`config.mk`:
```
export PLATFORM = sky130hd
export DESIGN_NAME = mxl_unit
export DESIGN_NICKNAME = d
export VERILOG_FILES = /design/src/hdl/mxl_pkg.sv /design/src/hdl/mxl_unit.sv
export VERILOG_INCLUDE_DIRS = /design/src /design/src/hdl
export SDC_FILE = /design/constraint.sdc
export NUM_CORES = 1
export LEC_CHECK = 0
export BUFFER_PORTS_ARGS = -buffer_cell sky130_fd_sc_hd__buf_2
export CAP_MARGIN = 20
export CORE_ASPECT_RATIO = 0.6
export CORE_MARGIN = 5
export CORE_UTILIZATION = 40
export CTS_BUF_LIST = sky130_fd_sc_hd__clkbuf_8
export CTS_CLUSTER_SIZE = 8
export DETAILED_ROUTE_END_ITERATION = 8
export PLACE_DENSITY = 0.72
export SLEW_MARGIN = 20
export SYNTH_ARGS = -nofsm -noshare
export SYNTH_HDL_FRONTEND = slang
export SYNTH_SLANG_ARGS = --single-unit
export TNS_END_PERCENT = 20
```
`constraint.sdc`:
```
create_clock -name ref_clk -period 4.36 [get_ports ref_clk]
set_input_delay 0.436 -clock ref_clk [delete_from_list [all_inputs] [get_ports ref_clk]]
set_output_delay 0.436 -clock ref_clk [all_outputs]
set_load 0.03 [all_outputs]
```
`src/hdl/mxl_defs.svh`:
```
// constants for the masked extract logic unit
`ifndef MXL_DEFS_SVH
`define MXL_DEFS_SVH
`define MXL_WORD_W 48
`define MXL_CHAR_W 6
`define MXL_CHAR_CODES 64
`define MXL_OP_W 3
`define MXL_ZERO_WORD 48'h0000_0000_0000
`endif

```
`src/hdl/mxl_pkg.sv`:
```
// types for the masked extract logic unit
package mxl_pkg;
  typedef enum logic [2:0] {
    MXL_OP_NONE = 3'h0,
    MXL_OP_JUMP_ODD = 3'h1,
    MXL_OP_JUMP_EVEN = 3'h2,
    MXL_OP_D_OR_MEM = 3'h3,
    MXL_OP_EXT_D = 3'h4,
    MXL_OP_EXT_A = 3'h5,
    MXL_OP_EXT_ADD = 3'h6
  } mxl_op_t;
  typedef enum logic [1:0] {
    MXL_ST_IDLE = 2'h0,
    MXL_ST_EXEC = 2'h1,
    MXL_ST_DONE = 2'h2
  } mxl_state_t;
endpackage

```
`src/hdl/mxl_unit.sv`:
```
// masked extract, merge and mask-rotate jump datapath
`timescale 1ns/1ps
`include "mxl_defs.svh"

module mxl_unit import mxl_pkg::*; #(
  parameter int WORD_W = `MXL_WORD_W,
  parameter int CHAR_W = `MXL_CHAR_W
) (
  // clock and reset
  input wire logic ref_clk,
  input wire logic rst_b,
  // request from the sequencer
  input wire logic op_valid,
  input wire logic [2:0] op_code,
  input wire logic [WORD_W-1:0] mem_word,
  // register loads from the sequencer
  input wire logic load_a,
  input wire logic load_q,
  input wire logic load_d,
  input wire logic [WORD_W-1:0] load_data,
  input wire logic overflow_set,
  input wire logic overflow_clr,
  // results
  output logic done,
  output logic jump_taken,
  output logic mem_write,
  output logic [WORD_W-1:0] mem_wdata,
  output logic [WORD_W-1:0] acc_q,
  output logic [WORD_W-1:0] mask_q,
  output logic [WORD_W-1:0] dreg_q,
  output logic overflow_q,
  output logic busy
);

  // ----------------------------------------------------------------
  // elaboration checks
  // ----------------------------------------------------------------
  // character fields must tile the word; the unit is fixed at 48 bits
  initial begin
    if (WORD_W != `MXL_WORD_W) begin
      $error("mxl_unit: word width must be 48");
    end
    if (CHAR_W != `MXL_CHAR_W) begin
      $error("mxl_unit: character width must be 6");
    end
    if ((CHAR_W == 0) || ((WORD_W % CHAR_W) != 0)) begin
      $error("mxl_unit: characters must tile the word");
    end
    if ((1 << CHAR_W) != `MXL_CHAR_CODES) begin
      $error("mxl_unit: a character must give 64 codes");
    end
    // the op port and the op type must agree or codes would alias
    if ($bits(mxl_op_t) != `MXL_OP_W) begin
      $error("mxl_unit: op code width must be 3");
    end
  end

  // ----------------------------------------------------------------
  // helpers
  // ----------------------------------------------------------------
  // vector index 0 holds machine bit 47 (lsb), index WORD_W-1 bit 0 (msb)
  function automatic logic [WORD_W-1:0] masked(input logic [WORD_W-1:0] m,
                                               input logic [WORD_W-1:0] w);
    masked = m & w;
  endfunction

  // one place toward the lsb end, the old lsb wrapping round to the msb
  function automatic logic [WORD_W-1:0] rotate_lsb(input logic [WORD_W-1:0] w);
    rotate_lsb = {w[0], w[WORD_W-1:1]};
  endfunction

  // the two mask jumps share the rotate and differ only in the test
  function automatic logic is_mask_jump(input mxl_op_t op);
    is_mask_jump = (op == MXL_OP_JUMP_ODD) || (op == MXL_OP_JUMP_EVEN);
  endfunction

  // every extract variant rewrites the whole of D with the field
  function automatic logic is_extract(input mxl_op_t op);
    is_extract = (op == MXL_OP_EXT_D) || (op == MXL_OP_EXT_A) ||
                 (op == MXL_OP_EXT_ADD);
  endfunction

  // ----------------------------------------------------------------
  // datapath and decode
  // ----------------------------------------------------------------
  // state, captured operands and decoded strobes
  mxl_state_t state_q;
  mxl_op_t op_q;
  logic [WORD_W-1:0] word_q;
  logic in_idle;
  logic in_exec;
  logic accept;
  logic exec_jump;
  logic exec_merge;
  logic exec_extract;
  logic [WORD_W-1:0] field;
  logic [WORD_W-1:0] merged;
  logic [WORD_W-1:0] sum;

  assign in_idle = (state_q == MXL_ST_IDLE);
  assign in_exec = (state_q == MXL_ST_EXEC);
  // a strobe outside idle is dropped, the sequencer must wait until the cycle after done
  assign accept = in_idle && op_valid;
  assign exec_jump = in_exec && is_mask_jump(op_q);
  assign exec_merge = in_exec && (op_q == MXL_OP_D_OR_MEM);
  assign exec_extract = in_exec && is_extract(op_q);

  assign field = masked(mask_q, word_q);
  assign merged = dreg_q | word_q;
  // modulo the word width; the sum never reaches the overflow indicator
  assign sum = acc_q + field;

  // ----------------------------------------------------------------
  // sequencing
  // ----------------------------------------------------------------
  // done pulses one cycle after execution so all results are stable
  // first; a request in the done cycle is dropped, not queued
  always_ff @(posedge ref_clk) begin
    if (!rst_b) begin
      state_q <= MXL_ST_IDLE;
    end else begin
      case (state_q)
        MXL_ST_IDLE: begin
          if (accept) begin
            state_q <= MXL_ST_EXEC;
          end
        end
        MXL_ST_EXEC: begin
          state_q <= MXL_ST_DONE;
        end
        MXL_ST_DONE: begin
          state_q <= MXL_ST_IDLE;
        end
        default: begin
          state_q <= MXL_ST_IDLE;
        end
      endcase
    end
  end

  // operand capture: op and word are taken together on the accepting edge
  always_ff @(posedge ref_clk) begin
    if (!rst_b) begin
      op_q <= MXL_OP_NONE;
      word_q <= `MXL_ZERO_WORD;
    end else if (accept) begin
      op_q <= mxl_op_t'(op_code);
      word_q <= mem_word;
    end
  end

  // busy covers only the exec cycle; done marks the cycle after it,
  // so the two never stand together
  always_ff @(posedge ref_clk) begin
    if (!rst_b) begin
      busy <= 1'b0;
    end else begin
      busy <= accept;
    end
  end

  // ----------------------------------------------------------------
  // mask register
  // ----------------------------------------------------------------
  // circular toward the lsb end regardless of the test; a load arriving
  // while busy is dropped rather than queued
  always_ff @(posedge ref_clk) begin
    if (!rst_b) begin
      mask_q <= `MXL_ZERO_WORD;
    end else if (exec_jump) begin
      mask_q <= rotate_lsb(mask_q);
    end else if (load_q && in_idle) begin
      mask_q <= load_data;
    end
  end

  // ----------------------------------------------------------------
  // overflow indicator
  // ----------------------------------------------------------------
  // only the sequencer touches it; the mask jumps do not
  // set wins when both requests meet in one cycle
  always_ff @(posedge ref_clk) begin
    if (!rst_b) begin
      overflow_q <= 1'b0;
    end else if (overflow_set) begin
      overflow_q <= 1'b1;
    end else if (overflow_clr) begin
      overflow_q <= 1'b0;
    end
  end

  // ----------------------------------------------------------------
  // D register
  // ----------------------------------------------------------------
  // the merge keeps every D one and adds those of the word; extracts
  // rewrite every bit of D, so no earlier bits survive
  always_ff @(posedge ref_clk) begin
    if (!rst_b) begin
      dreg_q <= `MXL_ZERO_WORD;
    end else if (exec_merge) begin
      dreg_q <= merged;
    end else if (exec_extract) begin
      dreg_q <= field;
    end else if (load_d && in_idle) begin
      dreg_q <= load_data;
    end
  end

  // ----------------------------------------------------------------
  // accumulator
  // ----------------------------------------------------------------
  // extract-to-D falls to the default hold branch
  always_ff @(posedge ref_clk) begin
    if (!rst_b) begin
      acc_q <= `MXL_ZERO_WORD;
    end else if (in_exec) begin
      case (op_q)
        MXL_OP_EXT_A: begin
          acc_q <= field;
        end
        MXL_OP_EXT_ADD: begin
          acc_q <= sum;
        end
        default: begin
          acc_q <= acc_q;
        end
      endcase
    end else if (load_a && in_idle) begin
      acc_q <= load_data;
    end
  end

  // ----------------------------------------------------------------
  // results to the sequencer
  // ----------------------------------------------------------------
  // done follows the exec cycle, so every register result is settled
  // before the sequencer acts on the jump or the store
  always_ff @(posedge ref_clk) begin
    if (!rst_b) begin
      done <= 1'b0;
    end else begin
      done <= in_exec;
    end
  end

  // the store strobe is one cycle wide and only for the merge
  always_ff @(posedge ref_clk) begin
    if (!rst_b) begin
      mem_write <= 1'b0;
    end else begin
      mem_write <= exec_merge;
    end
  end

  // the write data follows the merge and holds until the next one
  always_ff @(posedge ref_clk) begin
    if (!rst_b) begin
      mem_wdata <= `MXL_ZERO_WORD;
    end else if (exec_merge) begin
      mem_wdata <= merged;
    end
  end

  // the test uses the mask before rotation, sampled in the exec cycle;
  // the even test is simply the inverse of the odd one
  always_ff @(posedge ref_clk) begin
    if (!rst_b) begin
      jump_taken <= 1'b0;
    end else if (exec_jump) begin
      case (op_q)
        MXL_OP_JUMP_ODD: begin
          jump_taken <= mask_q[0];
        end
        MXL_OP_JUMP_EVEN: begin
          jump_taken <= ~mask_q[0];
        end
        default: begin
          jump_taken <= 1'b0;
        end
      endcase
    end else begin
      jump_taken <= 1'b0;
    end
  end

endmodule

```
==> impl.org <==
** Critical path
- STA classifies the critical path endpoint as a flop.
- Tracing the worst setup path back leads to its startpoint at mask_q[0].
- In this run the critical register-to-register path is launched from mask_q[0].
- Arrival time of the worst setup path :: 4.22 ns
- STA puts the critical path data required time at 4.83 ns.
- Along the worst path, the maximum fanout reaches 6.
- The worst setup path is launched from a flop.
- The worst setup path is of the reg2reg kind.

** Route
- The highest layer touched by signal routing is met5.
- The first detailed-routing pass ran for 5 iterations.
- Wirelength per Cell :: 22.0 microns
- Detailed routing inserted a total of 14433 vias.
- For this run, design rule violations remaining after detail routing come to 0.
- Count of nets left with antenna violations after detail routing :: 0
- Number of violations reported at the end of detailed-routing iteration 0 :: 1690
- Detailed routing placed a total of 21900 microns of wire on met2.
- Total routed wirelength :: 55000 microns
- DRT met1 WL :: 25700 microns
- Met3 Routed Length :: 6370 microns
- Vias/cell :: 5.78

** Placement
- Placed cell count :: 2424
- Pre-CTS setup slack :: 0.666 ns
- Post-DP HPWL :: 41100 microns
- Buffers placed on the I/O ports in this run total 303.
- The congestion estimate from routability-driven global placement came to 0.977.

** Clocking
- CTS H-Tree Depth :: 2
- CTS Buf Count :: 42
- Post-CTS repair timing setup buffer count :: 0
- Clock slew seen by the registers of the worst setup and hold paths :: 0.06 ns
- TritonCTS built the clock tree.
- Library cell used as clock root buffer :: sky130_fd_sc_hd__clkbuf_8
- Counting every sink on the clock net gives 250.
- Worst-skew pair later-pin latency :: 0.59 ns
- Hold-fix buffers at CTS :: 0
- Longest Clk Path Bufs :: 3
- PostCTS Resize Cnt :: 0

** Power and ir drop
- Sequential cell fraction of total power :: 44.4%
- Clk pwr share :: 35.9%
- Maximum resistive drop on vdd :: 199 uV
- Dividing total power by cell area gives a power density of 356 nW/um^2.
- Comb pwr share :: 19.7%
- Net switching is 33.9% of the power.
- Static leakage power :: 7.46 nW
- In this run the power spent charging and discharging nets is 1.98 mW.
- The internal portion of the total power is 3.87 mW.
- Overall power consumption after layout is estimated at 5.85 mW.

** Synth
- The biggest area contributor in the post-synthesis netlist is sky130_fd_sc_hd__dfxtp_1.
- In the post-synthesis netlist, the biggest area contributors are sky130_fd_sc_hd__dfxtp_1, sky130_fd_sc_hd__nand2_1, sky130_fd_sc_hd__a21oi_1.
- Warning count from the yosys run :: 0
- For this run, asynchronously set or reset flops after synthesis account for 0%.
- The most used flip-flop cell after synthesis is sky130_fd_sc_hd__dfxtp_1.
- After synthesis, flip-flops and latches occupy 36.3% of the total area.
- Yosys cell types :: 64
- Post-Synthesis Mean Instance Area :: 7.76 sq um
- Syn Inst Count :: 1776
- The synthesized design contains 0 enable-type register cells.
- Area share of the largest cell type after synthesis :: 36.3%
- Synth Register Bits :: 250
- The synthesized netlist occupies a cell area of 13800 sq um.
- Synthesized netlist net count :: 1931

** Run
- The tool flagged a number of max-cap violations equal to 0.

** Timing
- Post-Route Setup TNS :: 0 ns
- Measured against its own limit, the worst slew margin works out to 28.6%.
- Shortest period the worst path allows :: 3.75 ns
- Setup repair after global routing missed its margin :: no
- # setup viols final :: 0
- Pins over their slew limit :: 0
- Static timing analysis puts the maximum clock frequency at 267 MHz.
- The final count of hold timing violations came to 0.
- After layout, the worst setup slack is 0.609 ns.
- After layout, the worst path uses 86.0% of the clock period.
- For the pin with the worst max-slew slack, the measured transition is 1.07 ns.
- The clock arrives with 0.0239 ns of skew.
- Final Hold Slack :: 0.0656 ns

** Global routing
- Entering global routing, the biggest net connects 108 pins.
- The number of global-route vias before repair is 13100.
- Across every metal layer, demand over resource in global routing totals 26.9%.
- The number of antenna violations at the first check in global routing was 7.
- The total overflow left after global routing is 0.
- First-pass GRT wire length :: 81700 microns

** Finish
- From synthesis to final layout, the design area changed by 19.2%.
- Final layout net count :: 2164
- Most common cell after layout, fill and taps aside :: sky130_fd_sc_hd__buf_2
- Most used cells in the layout excluding fill and tap cells :: sky130_fd_sc_hd__buf_2, sky130_fd_sc_hd__dfxtp_1, sky130_fd_sc_hd__nand2_1, sky130_fd_sc_hd__a21oi_1, sky130_fd_sc_hd__inv_1
- Share of layout cells above drive strength 1 :: 20.0%
- The finished layout holds 2497 standard cells, fillers aside.

** Floorplan
- Chip height :: 154 microns
- Die width :: 250 microns
- 304 I/O pins were placed.
- The floorplan has 52 rows.
- Initial standard-cell utilization of the core :: 40.7%
- The die covers 38400 sq um.
- The core region is 33800 sq um.

** Status
- The flow ran to the end, and the final reports show no timing, DRC or antenna violations.

** Min path
- The path class of the tightest hold or removal check is in2reg.
- In this run the most critical hold path is launched from overflow_set.
==> area by class of cell <==
cell class                 count  area, sq um
fill                        3397        17400
multi-input combinational   1251         7790
sequential                   250         5000
timing repair buffer         325         1720
clock buffer                  52          716
tap                          459          574
inverter                     139          527
clock inverter                16         91.3
antenna                        5         12.5
==> worst max-delay path, cell delays in order, from the launching register on <==
cell and delay, ns:
sky130_fd_sc_hd__dfxtp_1 0.40, sky130_fd_sc_hd__nand2_1 0.12, sky130_fd_sc_hd__inv_1 0.08, sky130_fd_sc_hd__ha_1 0.18
sky130_fd_sc_hd__inv_1 0.06, sky130_fd_sc_hd__fa_1 0.37, sky130_fd_sc_hd__nor2b_1 0.15, sky130_fd_sc_hd__o21ai_1 0.10
sky130_fd_sc_hd__a21oi_1 0.25, sky130_fd_sc_hd__o2111ai_2 0.17, sky130_fd_sc_hd__a211oi_1 0.47, sky130_fd_sc_hd__o311ai_2 0.24
sky130_fd_sc_hd__a31oi_2 0.35, sky130_fd_sc_hd__o21ai_0 0.16, sky130_fd_sc_hd__or3b_1 0.38, sky130_fd_sc_hd__nand3_1 0.08
sky130_fd_sc_hd__o21ai_1 0.07
==> power groups by stage <==
stage               Sequential [mW]  Combinational [mW]  Clock (mW)
global route                   2.61                1.23        2.24
CTS                            2.59                1.14        2.13
global placement               2.64                1.12           0
floorplan                      2.82               0.518           0
detailed placement             2.64                1.14           0
finish                         2.60                1.15        2.10
==> synth_stat cells (13+ instances only) <==
master                     instances
sky130_fd_sc_hd__o211ai_1         63
sky130_fd_sc_hd__inv_1           137
sky130_fd_sc_hd__a221oi_1         48
sky130_fd_sc_hd__buf_1            13
sky130_fd_sc_hd__and2_1           27
sky130_fd_sc_hd__o21ai_0          90
sky130_fd_sc_hd__xnor2_1          23
sky130_fd_sc_hd__mux2i_1          71
sky130_fd_sc_hd__nand3_1          27
sky130_fd_sc_hd__nor3_1           58
sky130_fd_sc_hd__ha_1             47
sky130_fd_sc_hd__dfxtp_1         250
sky130_fd_sc_hd__a21oi_1         168
sky130_fd_sc_hd__a211oi_1        105
sky130_fd_sc_hd__a21o_1           33
sky130_fd_sc_hd__nor2_1          113
sky130_fd_sc_hd__clkbuf_1        115
sky130_fd_sc_hd__nand2_1         231
==> kinds of logic after synthesis <==
| kind of cell | Yosys count | share of synthesized area [%] |
|---|---|---|
| XOR/XNOR | 31 | 1.97 |
| flip-flops | 250 | 36.3 |
| AND/OR/NAND/NOR | 519 | 16.7 |
| AO/OA/AOI/OAI | 582 | 27.9 |
| adder cells (fa/ha/maj) | 48 | 4.41 |
| buffers and inverters | 275 | 7.56 |
| multiplexers | 71 | 5.16 |
==> final timing paths <==
check,to,slack (ns),cells after the start
worst max-delay path,acc_q[38],0.61,16
worst min-delay path,overflow_q,0.07,3
worst max register to register,acc_q[38],0.61,16
worst min register to register,mem_wdata[14],0.46,2
==> registers in the layout (all words and copies together), names as in the netlist <==
register,flops
mem_write,1
busy,1
state_q,2
dreg_q,48
word_q,48
acc_q,48
mask_q,48
op_q,3
overflow_q,1
done,1
mem_wdata,48
jump_taken,1
==> metrics by stage <==
step | util, % | cell area [sq um]
2_1_floorplan | - | 13800
3_3_place_gp | 46.1 | 15600
3_5_place_dp | 46.1 | 15600
4_1_cts | 48.5 | 16400
5_1_grt | 48.6 | 16400
6_report | 48.6 | 16400
==> routing by layer <==
metal | track usage, % | vias to the layer above
li1 | - | 6803
met1 | 40.9 | 6899
met2 | 36.4 | 652
met3 | 8.93 | 77
met4 | 6.14 | 2
met5 | 0 | -
(Power assumes the default switching activity.)
